**config.mk**
```make
export PLATFORM = sky130hd
export DESIGN_NAME = sor_read_control
export DESIGN_NICKNAME = d
export VERILOG_FILES = /design/src/rtl/sor_pkg.sv /design/src/rtl/sor_delay_line.sv /design/src/rtl/sor_latency_pipe.sv /design/src/rtl/sor_read_control.sv
export SDC_FILE = /design/constraint.sdc
export NUM_CORES = 1
export LEC_CHECK = 0
export ABC_AREA = 1
export BUFFER_PORTS_ARGS = -buffer_cell sky130_fd_sc_hd__buf_2
export CORE_MARGIN = 8
export CORE_UTILIZATION = 65
export CTS_BUF_LIST = sky130_fd_sc_hd__clkbuf_16
export DETAILED_ROUTE_END_ITERATION = 7
export PLACE_DENSITY = 0.89
export SLEW_MARGIN = 20
export SYNTH_ARGS = -nofsm -noshare
export SYNTH_HDL_FRONTEND = slang
export SYNTH_SLANG_ARGS = --single-unit
```
**constraint.sdc**
```tcl
create_clock -name clk -period 8.55 [get_ports clk]
set_input_delay 0.4275 -clock clk [delete_from_list [all_inputs] [get_ports clk]]
set_output_delay 0.4275 -clock clk [all_outputs]
set_load 0.005 [all_outputs]
```
**src/rtl/sor_pkg.sv**
```systemverilog
// Package: constants and carrier types for the synchronous OTP read control
package sor_pkg;
  localparam int SOR_CLK_MHZ = 40;
  localparam int SOR_CLOCK_GATE_DELAY = 1;
  localparam int SOR_MASK_TO_OUTPUT_DELAY = 2;
  localparam int SOR_MODESET_TO_ROWOPEN_DELAY = 3;
  localparam logic [2:0] SOR_LATENCY_RESET = 3'h5;
  localparam logic [3:0] SOR_BURST_RESET = 4'h4;
  localparam int SOR_LAT_MAX = 8;
  localparam int SOR_ROW_W = 13;
  localparam int SOR_COL_W = 9;
  localparam int SOR_DATA_W = 16;
  // Mode word field layout: [2:0] latency, [3] burst of eight
  localparam int SOR_MODE_LAT_LSB = 0;
  localparam int SOR_MODE_BL8_BIT = 3;

  typedef enum logic [2:0] {
    SOR_CMD_NOP,
    SOR_CMD_MODESET,
    SOR_CMD_ROWOPEN,
    SOR_CMD_READ,
    SOR_CMD_TERMINATE,
    SOR_CMD_ROWCLOSE
  } sor_cmd_t;

  typedef struct packed {
    sor_cmd_t cmd;
    logic [SOR_ROW_W-1:0] addr;
  } sor_req_t;

  typedef struct packed {
    logic valid;
    logic [SOR_ROW_W-1:0] row;
    logic [SOR_COL_W-1:0] col;
  } sor_fetch_t;
endpackage : sor_pkg

```
**src/rtl/sor_delay_line.sv**
```systemverilog
// Fixed-length shift line with a hold input, used for mask timing
`timescale 1ns/1ps
module sor_delay_line
  import sor_pkg::*;
#(
  parameter int DEPTH = 2
)(
  input wire logic clk,
  input wire logic resetn,
  input wire logic hold,
  input wire logic din,
  output logic dout
);
  logic [DEPTH-1:0] line;

  always_ff @(posedge clk)
  begin
    if (!resetn)
      line <= '0;
    else if (!hold)
      line <= {line[DEPTH-2:0], din};
  end

  assign dout = line[DEPTH-1];
endmodule : sor_delay_line

```
**src/rtl/sor_latency_pipe.sv**
```systemverilog
// Latency pipeline carrying fetch requests, tap chosen at run time
`timescale 1ns/1ps
module sor_latency_pipe
  import sor_pkg::*;
#(
  parameter int DEPTH = SOR_LAT_MAX
)(
  input wire logic clk,
  input wire logic resetn,
  input wire logic hold,
  input wire logic [2:0] tap,
  input sor_fetch_t din,
  output sor_fetch_t dout
);
  sor_fetch_t stage [DEPTH];

  always_ff @(posedge clk)
  begin
    if (!resetn)
    begin
      for (int i = 0; i < DEPTH; i++)
        stage[i] <= '0;
    end
    else if (!hold)
    begin
      stage[0] <= din;
      for (int i = 1; i < DEPTH; i++)
        stage[i] <= stage[i-1];
    end
  end

  // Tap 1 means the entry appears one edge after the request
  always_comb
  begin
    dout = '0;
    if (tap != 3'h0)
      dout = stage[tap - 3'h1];
  end
endmodule : sor_latency_pipe

```
**src/rtl/sor_read_control.sv**
```systemverilog
// Read-port control: clock gating, power down, masking, bursts and command cancel
`timescale 1ns/1ps
module sor_read_control
  import sor_pkg::*;
#(
  parameter int ROW_W = SOR_ROW_W,
  parameter int COL_W = SOR_COL_W,
  parameter int DATA_W = SOR_DATA_W
)(
  input wire logic clk,
  input wire logic resetn,
  input wire logic clock_gate,
  input wire logic out_mask,
  input sor_req_t req,
  input wire logic [DATA_W-1:0] array_data,
  output logic [ROW_W-1:0] array_row,
  output logic [COL_W-1:0] array_col,
  output logic [DATA_W-1:0] dq_out,
  output logic dq_oe,
  output logic powered_down,
  output logic suspended,
  output logic [2:0] read_latency_setting,
  output logic burst_of_eight
);
  typedef enum {
    SOR_IDLE,
    SOR_ROW_OPEN,
    SOR_READING,
    SOR_POWER_DOWN
  } sor_state_t;

  sor_state_t state;
  logic gate_q;
  logic edge_ok;
  logic read_active;
  logic [ROW_W-1:0] open_row;
  logic [COL_W-1:0] burst_col;
  logic [3:0] burst_left;
  logic [2:0] float_cnt;
  logic float_pend;
  logic mask_late;
  logic data_drive;
  sor_fetch_t fetch_in;
  sor_fetch_t fetch_out;
  logic [3:0] next_burst_left;
  logic [3:0] drain_cnt;

  function automatic logic [3:0] sor_burst_len(input logic bl8);
    sor_burst_len = bl8 ? 4'h8 : SOR_BURST_RESET;
  endfunction : sor_burst_len

  // Gate sampled last edge decides whether this edge counts
  always_ff @(posedge clk)
  begin
    if (!resetn)
      gate_q <= 1'b1;
    else
      gate_q <= clock_gate;
  end

  assign edge_ok = gate_q;
  assign read_active = (burst_left != 4'h0) || fetch_out.valid || (drain_cnt != 4'h0);
  assign suspended = !edge_ok && (state != SOR_POWER_DOWN);
  assign powered_down = (state == SOR_POWER_DOWN);

  // Mode settings survive power down; no reset sequence needed by the array
  always_ff @(posedge clk)
  begin
    if (!resetn)
    begin
      read_latency_setting <= SOR_LATENCY_RESET;
      burst_of_eight <= 1'b0;
    end
    else if (edge_ok && state != SOR_POWER_DOWN && req.cmd == SOR_CMD_MODESET)
    begin
      read_latency_setting <= req.addr[SOR_MODE_LAT_LSB +: 3];
      burst_of_eight <= req.addr[SOR_MODE_BL8_BIT];
    end
  end

  // Main state; mode-set to row-open spacing is left to the command source
  always_ff @(posedge clk)
  begin
    if (!resetn)
    begin
      state <= SOR_IDLE;
      open_row <= '0;
    end
    else
    begin
      case (state)
        SOR_POWER_DOWN:
          // Commands dropped here; row kept for exit
          if (clock_gate)
            state <= SOR_ROW_OPEN;
        default:
          if (!clock_gate && state == SOR_ROW_OPEN && !read_active && edge_ok)
            state <= SOR_POWER_DOWN;
          else if (edge_ok)
          begin
            // Latest row open wins over anything still in flight
            if (req.cmd == SOR_CMD_ROWOPEN)
            begin
              open_row <= req.addr;
              state <= SOR_ROW_OPEN;
            end
            else if (req.cmd == SOR_CMD_READ && state != SOR_IDLE)
              state <= SOR_READING;
            else if (req.cmd == SOR_CMD_ROWCLOSE)
              state <= SOR_IDLE;
            else if (state == SOR_READING && !read_active)
              state <= SOR_ROW_OPEN;
          end
          // Low gate mid-read only freezes, never powers down
      endcase
    end
  end

  // Burst address walk, restarted by any newer read
  always_comb
  begin
    next_burst_left = burst_left;
    if (req.cmd == SOR_CMD_READ && state != SOR_IDLE && state != SOR_POWER_DOWN)
      next_burst_left = sor_burst_len(burst_of_eight);
    else if (req.cmd == SOR_CMD_TERMINATE || req.cmd == SOR_CMD_ROWCLOSE
             || req.cmd == SOR_CMD_ROWOPEN)
      next_burst_left = 4'h0;
    else if (burst_left != 4'h0)
      next_burst_left = burst_left - 4'h1;
  end

  always_ff @(posedge clk)
  begin
    if (!resetn)
    begin
      burst_left <= 4'h0;
      burst_col <= '0;
    end
    else if (edge_ok && state != SOR_POWER_DOWN)
    begin
      burst_left <= next_burst_left;
      if (req.cmd == SOR_CMD_READ && state != SOR_IDLE)
        burst_col <= req.addr[COL_W-1:0];
      else if (burst_left != 4'h0)
        burst_col <= burst_col + {{(COL_W-1){1'b0}}, 1'b1};
    end
  end

  // Pipeline still carries fetches after the burst counter runs out
  always_ff @(posedge clk)
  begin
    if (!resetn)
      drain_cnt <= 4'h0;
    else if (edge_ok && state != SOR_POWER_DOWN)
    begin
      if (burst_left != 4'h0)
        drain_cnt <= {1'b0, read_latency_setting};
      else if (drain_cnt != 4'h0)
        drain_cnt <= drain_cnt - 4'h1;
    end
  end

  assign fetch_in.valid = edge_ok && (burst_left != 4'h0) && (state != SOR_POWER_DOWN);
  assign fetch_in.row = open_row;
  assign fetch_in.col = burst_col;
  assign array_row = fetch_out.row;
  assign array_col = fetch_out.col;

  sor_latency_pipe #(
    .DEPTH(SOR_LAT_MAX)
  ) u_pipe (
    .clk(clk),
    .resetn(resetn),
    .hold(!edge_ok),
    .tap(read_latency_setting),
    .din(fetch_in),
    .dout(fetch_out)
  );

  // Terminate and row close float the bus after the latency
  always_ff @(posedge clk)
  begin
    if (!resetn)
    begin
      float_pend <= 1'b0;
      float_cnt <= 3'h0;
    end
    else if (edge_ok && state != SOR_POWER_DOWN)
    begin
      if (req.cmd == SOR_CMD_TERMINATE || req.cmd == SOR_CMD_ROWCLOSE)
      begin
        float_pend <= 1'b1;
        float_cnt <= read_latency_setting - 3'h1;
      end
      else if (req.cmd == SOR_CMD_READ)
        float_pend <= 1'b0;
      else if (float_pend && float_cnt != 3'h0)
        float_cnt <= float_cnt - 3'h1;
      else
        float_pend <= 1'b0;
    end
  end

  // Mask delay runs on the raw clock so its timing is fixed
  sor_delay_line #(
    .DEPTH(SOR_MASK_TO_OUTPUT_DELAY)
  ) u_mask (
    .clk(clk),
    .resetn(resetn),
    .hold(1'b0),
    .din(out_mask),
    .dout(mask_late)
  );

  // Output word; frozen during suspend so the bus stays stable
  always_ff @(posedge clk)
  begin
    if (!resetn)
    begin
      dq_out <= '0;
      data_drive <= 1'b0;
    end
    else if (edge_ok)
    begin
      if (fetch_out.valid)
        dq_out <= array_data;
      // Float wins over words still leaving the pipeline
      if (float_pend && float_cnt == 3'h0)
        data_drive <= 1'b0;
      else if (fetch_out.valid)
        data_drive <= 1'b1;
      else if (!read_active)
        data_drive <= 1'b0;
    end
  end

  assign dq_oe = data_drive && !mask_late;

  a_mask_floats: assert property (@(posedge clk) disable iff (!resetn)
    out_mask |-> ##2 !dq_oe)
    else $error("mask did not float outputs after two cycles");

  a_suspend_hold: assert property (@(posedge clk) disable iff (!resetn)
    !gate_q |=> $stable(dq_out) && $stable(burst_left))
    else $error("state moved during a suspended cycle");

  a_gate_edge: assert property (@(posedge clk) disable iff (!resetn)
    !clock_gate |=> !edge_ok)
    else $error("internal edge taken after low clock gate");

  a_gate_resume: assert property (@(posedge clk) disable iff (!resetn)
    clock_gate |=> edge_ok)
    else $error("internal edge not resumed after high clock gate");

  a_pd_entry: assert property (@(posedge clk) disable iff (!resetn)
    $rose(powered_down) |-> $past(state) == SOR_ROW_OPEN && !$past(read_active))
    else $error("power down entered outside row-open idle");

  a_pd_keep_row: assert property (@(posedge clk) disable iff (!resetn)
    powered_down |=> $stable(open_row) && $stable(read_latency_setting))
    else $error("row or mode changed in power down");

  a_pd_no_read: assert property (@(posedge clk) disable iff (!resetn)
    powered_down && req.cmd == SOR_CMD_READ |=> burst_left == $past(burst_left))
    else $error("command taken in power down");

  a_read_restart: assert property (@(posedge clk) disable iff (!resetn)
    edge_ok && req.cmd == SOR_CMD_READ && (state == SOR_ROW_OPEN || state == SOR_READING)
    |=> burst_left == sor_burst_len(burst_of_eight))
    else $error("new read did not restart the burst");

  a_suspend_not_pd: assert property (@(posedge clk) disable iff (!resetn)
    state == SOR_READING && !clock_gate |=> state != SOR_POWER_DOWN)
    else $error("power down entered during a read");

  a_float_stop: assert property (@(posedge clk) disable iff (!resetn)
    edge_ok && float_pend && float_cnt == 3'h0 |=> !dq_oe)
    else $error("outputs still driven after stop latency");

  a_read_idle: assert property (@(posedge clk) disable iff (!resetn)
    state == SOR_READING && edge_ok && !read_active && req.cmd == SOR_CMD_NOP
    |=> state == SOR_ROW_OPEN)
    else $error("finished read did not return to row-open idle");

  c_float: cover property (@(posedge clk) disable iff (!resetn) float_pend && !dq_oe);
  c_power_down: cover property (@(posedge clk) disable iff (!resetn) $rose(powered_down));
  c_suspend: cover property (@(posedge clk) disable iff (!resetn) suspended && read_active);
  c_mask: cover property (@(posedge clk) disable iff (!resetn) data_drive ##1 !dq_oe);
  c_preempt: cover property (@(posedge clk) disable iff (!resetn)
    burst_left > 4'h1 && edge_ok && req.cmd == SOR_CMD_READ);
endmodule : sor_read_control

```
==> results of run 1 <==
## cells in the final DEF, fill, tap and decap left out, types with 29 or more instances in the layout
cell type	Yosys	layout
a21oi_1	61	61
a31oi_1	29	29
buf_2	6	80
dfxtp_1	60	59
edfxtp_1	184	184
inv_1	224	231
nand2_1	155	153
nand3_1	39	39
nor2_1	265	265
o21ai_0	115	115
## worst paths after layout
check / to / start / cells past startpoint
worst max-delay path: array_row[1] / read_latency_setting[0]$_SDFFE_PN1P_ / 10
worst min register to register: u_mask.line[1]$_SDFF_PN0_ / u_mask.line[0]$_SDFF_PN0_ / 2
worst max register to register: open_row[2]$_SDFFE_PN0P_ / read_latency_setting[0]$_SDFFE_PN1P_ / 12
worst min-delay path: u_mask.line[0]$_SDFF_PN0_ / out_mask / 3
## per-stage QoR
stage	area (um2)	power, W	setup slack [ns]	cells
floorplan	11300	0.00177	3.09	1276
global placement	11800	0.00189	4.87	1523
detailed placement	11800	0.00191	4.82	1523
CTS	12500	0.00290	4.45	1568
global route	12500	0.00302	4.25	1568
finish	12500	0.00290	4.39	1568
## metal layers
layer  up-vias  GRT usage [%]  part of all wire [%]
met5         -              0                     0
met4         0           6.99                   1.9
met3        46           5.32                    10
met2       451           36.6                    47
met1      4013           29.1                    41
li1       4223              -                     -
## layout make-up
cell class / instances / share of cell area [%]
clock buffers: 25 / 5.00
clock inverters: 20 / 0.940
inverters: 229 / 6.87
multi-input cells: 736 / 27.4
flip-flops and latches: 244 / 53.8
well taps: 225 / 2.25
repair buffers: 89 / 3.74
## sequential cells by signal (all words and copies together) (netlist names)
name	flops
burst_col	9
u_mask.line	2
burst_of_eight	1
float_cnt	3
open_row	13
state	2
data_drive	1
dq_out	16
drain_cnt	4
u_pipe.stage	184
burst_left	4
read_latency_setting	3
float_pend	1
edge_ok	1
## cells in the mapped netlist
cell type	count
buf_2	6
o211ai_1	26
nand4_1	2
o21bai_1	1
o21ai_0	115
ha_1	9
a22oi_1	1
edfxtp_1	184
inv_2	4
buf_4	1
o21ai_1	5
clkinv_1	1
nor2_1	265
inv_1	224
a21oi_2	1
xor2_1	5
nand2_1	155
clkbuf_1	49
nand2_2	1
dfxtp_1	60
nand3_1	39
buf_1	10
nand3_2	2
a31oi_1	29
o22ai_1	1
xnor2_1	1
nor3_1	5
nor2_4	1
or2_2	3
clkbuf_2	1
a211oi_1	7
a21oi_1	61
o21ai_2	1
## critical path, cell delays in order (launching register included)
cell and delay (ns):
dfxtp_4 0.59, inv_2 0.08, ha_2 0.32, buf_4 0.62, inv_2 0.44, a21oi_1 0.32
o21ai_0 0.19, nand3_1 0.15, nand2_1 0.07, a31oi_1 0.23, buf_2 0.15
## cell families after synthesis
family,count (synthesis),share of synthesized area (%)
fa+ha+maj,9,1.00
simple gates,473,16.6
buf+inv,296,9.98
flops,244,59.8
compound gates,248,12.2
xor+xnor,6,0.467
## power by group through the flow
stage                     registers (W)  clock network (W)  logic [W]
after CTS                       0.00143            0.00101   0.000460
final                           0.00144            0.00100   0.000462
after global placement          0.00145                  0   0.000437
after detailed placement        0.00146                  0   0.000453
after global routing            0.00145            0.00105   0.000521
after floorplan                 0.00145                  0   0.000323
==> results.txt, run 1 <==
Avg Cell Area, Syn -> 8.82 um2
Net Sw Power -> 0.000801 W
Vias in the first global route -> 8507
Setup Buffers After CTS -> 0
Unrepaired setup endpoints after global routing -> false
Slew @ Worst Pin -> 1.05 ns
# DRC -> 0
H-Tree Depth -> 1
Core Footprint -> 17100 um2
Outcome -> completed
Fin util -> 73.1%
Sequential Power Share -> 49.5%
Setup violators final -> 0
Pwr/cell area -> 232 nW/um2
Clock transition at path regs -> 0.06 ns
Tcrit/Tclk final -> 48.7%
Port Buffers -> 80
Req. time, crit path -> 8.12 ns
Area leader, netlist -> edfxtp_1
DR WL/cell -> 15.8 um
Syn nets -> 1321
Cell variety after synth -> 33
Resize count post-CTS -> 0
Starting Density -> 65.8%
Area contributors post-synth -> edfxtp_1 49%, dfxtp_1 11%, nor2_1 8.8%
Setup tns final -> 0 ns
GPL Wtd Cong -> 0.804
CP endpoint kind -> primary output
GRT Util Overall -> 22.4%
Global-route wire length before repair -> 40.4 mm
Area of the multi-input gates -> 3430 um2
Tmin final -> 4.16 ns
Layout cell share with drive strength beyond 1 -> 10.3%
Critical Path AT -> 3.74 ns
Hold_buf cts -> 0
Worst hold margin -> 0.102 ns
FF/Latch Area -> 6730 um2
# rows -> 48
Area growth syn-to-layout -> 11.2%
Post-DP HPWL -> 14.7 mm
Die Wd -> 148 um
Synth top area share -> 49.1%
Worst Hold Class -> primary input to flop
Clk root buf -> clkbuf_16
Slew headroom -> 29.7%
Final clock skew -> 0.0115 ns
Clock sink total -> 244
Slew Viols, Final -> 0
First DRT Iteration DRCs -> 1089
Synthesized area -> 11300 um2
Antenna violations before repair -> 0
Clock Path Buffers -> 3
Vias per cell -> 5.57
Hold Vio Cnt, Final -> 0
Fmax -> 240 MHz
Largest net degree at the start of global routing -> 102
CTS tree -> done
DR pass1 iterations -> 7
Aggregate global routing overflow -> 0
VDD IR max -> 176 uV
Post-synthesis sequential area ratio -> 59.8%
N_diodes -> 0
Combinational Power Share -> 16.0%
Startpoint type of the worst setup path -> flop
DIE AREA -> 21800 um2
Num CTS Buffers -> 25
# IOs -> 81
Post-Route WL -> 24.8 mm
Fill cell count -> 1166
Clock power share -> 34.5%
Synthesized instance count -> 1276
Fin nets -> 1370
Crit-path max FO -> 69
Max Cap Violations -> 0
DRT antenna net count -> 0
Internal -> 0.00210 W
Later-pin clock latency in the skew report -> 0.53 ns
Chip height -> 148 um
FF-to-FF setup slack -> 5.12 ns
Warning count from the yosys run -> 0
Leakage -> 5.65 nW
Vias -> 8733
Switching portion of total power -> 27.6%
Critical path class -> flop to primary output
#FFs+latches synth -> 244
Note: power is estimated with default switching activity, not from simulation.
==> run 2, diff against run 1 <==
--- a/config.mk
+++ b/config.mk
@@ -8,10 +8,10 @@
 export ABC_AREA = 1
 export BUFFER_PORTS_ARGS = -buffer_cell sky130_fd_sc_hd__buf_2
 export CORE_MARGIN = 8
-export CORE_UTILIZATION = 65
+export CORE_UTILIZATION = 55
 export CTS_BUF_LIST = sky130_fd_sc_hd__clkbuf_16
 export DETAILED_ROUTE_END_ITERATION = 7
-export PLACE_DENSITY = 0.89
+export PLACE_DENSITY = 0.81
 export SLEW_MARGIN = 20
 export SYNTH_ARGS = -nofsm -noshare
 export SYNTH_HDL_FRONTEND = slang
==> constraint.sdc (replaced) <==
create_clock -name clk -period 3.35 [get_ports clk]
set_input_delay 0.1675 -clock clk [delete_from_list [all_inputs] [get_ports clk]]
set_output_delay 0.1675 -clock clk [all_outputs]
set_load 0.005 [all_outputs]
==> results.txt, run 2 (synthesis gave the netlist of run 1 again) <==
Outcome -> completed
Vias in the first global route -> 8122
Top flop regs -> u_pipe.stage x184, dq_out x16, open_row x13
Pwr/cell area -> 578 nW/um2
Max FFs per register -> 184
Worst path cell trace -> inv_2 > ha_2 > buf_4 > buf_4 > o211ai_1 > a31oi_1 > buf_2
Port Buffers -> 80
Most frequent cells in the layout -> 265 x nor2_1, 231 x inv_1, 184 x edfxtp_1, 153 x nand2_1, 115 x o21ai_0
DRT antenna net count -> 0
Fill cell count -> 1613
GPL Wtd Cong -> 0.834
Post-DP HPWL -> 14.5 mm
Max Cap Violations -> 0
Aggregate global routing overflow -> 0
FF/Latch Area -> 6730 um2
Later-pin clock latency in the skew report -> 0.52 ns
Startpoint type of the worst setup path -> flop
Max incr delay on CP -> 0.45 ns
Slew Viols, Final -> 0
Hold_buf cts -> 31
Worst Hold Class -> primary input to flop
DR pass1 iterations -> 5
Crit-path leading delay family -> buffers and inverters
Slew headroom -> 36.1%
Core Footprint -> 20200 um2
Starting Density -> 55.8%
Num CTS Buffers -> 26
First DRT Iteration DRCs -> 698
Largest net degree at the start of global routing -> 101
Layout cell share with drive strength beyond 1 -> 10.6%
CTS tree -> done
CP dominant cell by count -> buf_4
Final clock skew -> 0.00650 ns
H-Tree Depth -> 1
Clock Path Buffers -> 3
N_diodes -> 0
Hold Vio Cnt, Final -> 0
# rows -> 52
Critical Path AT -> 2.78 ns
CP endpoint kind -> primary output
Fin nets -> 1404
Die Wd -> 159 um
Area growth syn-to-layout -> 15.4%
Antenna violations before repair -> 1
Fmax -> 340 MHz
Clock transition at path regs -> 0.06 ns
Area of the multi-input gates -> 3450 um2
Tcrit/Tclk final -> 87.9%
# DRC -> 0
Chip height -> 159 um
Clock sink total -> 244
Most common cell after layout, fill and taps aside -> nor2_1
Vias per cell -> 5.17
# IOs -> 81
Clk root buf -> clkbuf_16
DIE AREA -> 25300 um2
Leakage -> 5.84 nW
Vias -> 8522
Slew @ Worst Pin -> 0.959 ns
DR WL/cell -> 14.7 um
Critical path class -> flop to primary output
Unrepaired setup endpoints after global routing -> false
Tmin final -> 2.94 ns
Setup tns final -> 0 ns
Crit-path max FO -> 37
GRT Util Overall -> 18.4%
Worst hold margin -> 0.0345 ns
Setup violators final -> 0
Global-route wire length before repair -> 39.6 mm
Top reg by flops -> u_pipe.stage
VDD IR max -> 363 uV
Crit path buf inv count -> 4
CP max stage cell -> dfxtp_4
Resize count post-CTS -> 0
Setup Buffers After CTS -> 0
Req. time, crit path -> 3.18 ns
Post-Route WL -> 24.2 mm
[run 2: cell type report]
type | instances | area share, %
Clock buffer | 27 | 5.20
Clock inverter | 20 | 0.857
Inverter | 229 | 6.62
Multi-Input combinational cell | 736 | 26.5
Sequential cell | 244 | 51.8
Tap cell | 270 | 2.60
Timing Repair Buffer | 122 | 6.40
[run 2: per-stage QoR]
stage | worst slack [ns] | instances | util, % | area, um2 | power (W)
4_1_cts | 0.391 | 1648 | 64.4 | 13000 | 0.00755
3_3_place_gp | 0.831 | 1570 | 59.0 | 11900 | 0.00483
6_report | 0.405 | 1648 | 64.4 | 13000 | 0.00751
5_1_grt | 0.241 | 1648 | 64.4 | 13000 | 0.00785
2_1_floorplan | 0.0274 | 1276 | - | 11300 | 0.00451
3_5_place_dp | 0.755 | 1570 | 59.0 | 11900 | 0.00487
[run 2: worst paths after layout]
kind	start	endpoint	slack, ns	cells past startpoint
hold / removal	resetn	read_latency_setting[2]$_SDFFE_PN1P_	0.03	2
setup / recovery	read_latency_setting[0]$_SDFFE_PN1P_	array_row[2]	0.41	7
hold reg to reg	u_mask.line[0]$_SDFF_PN0_	u_mask.line[1]$_SDFF_PN0_	0.42	2
setup reg to reg	read_latency_setting[0]$_SDFFE_PN1P_	dq_out[10]$_SDFFE_PN0P_	0.70	10
[run 2: routing by layer]
metal | wire length, um | part of all wire (%) | vias up | GRT usage (%)
met5 | 13 | 0.054 | - | 0
met4 | 469 | 1.9 | 2 | 5.06
met3 | 1590 | 6.6 | 43 | 4.01
met2 | 11100 | 46 | 267 | 29.2
met1 | 11000 | 46 | 3908 | 25.1
li1 | - | - | 4302 | -
[run 2: where the power goes]
group / switching, W / total (W) / leakage, nW / internal, W
sequential: 0.000128 / 0.00365 / 2.62 / 0.00352
combinational: 0.000775 / 0.00120 / 2.79 / 0.000426
clock: 0.00113 / 0.00266 / 0.423 / 0.00152
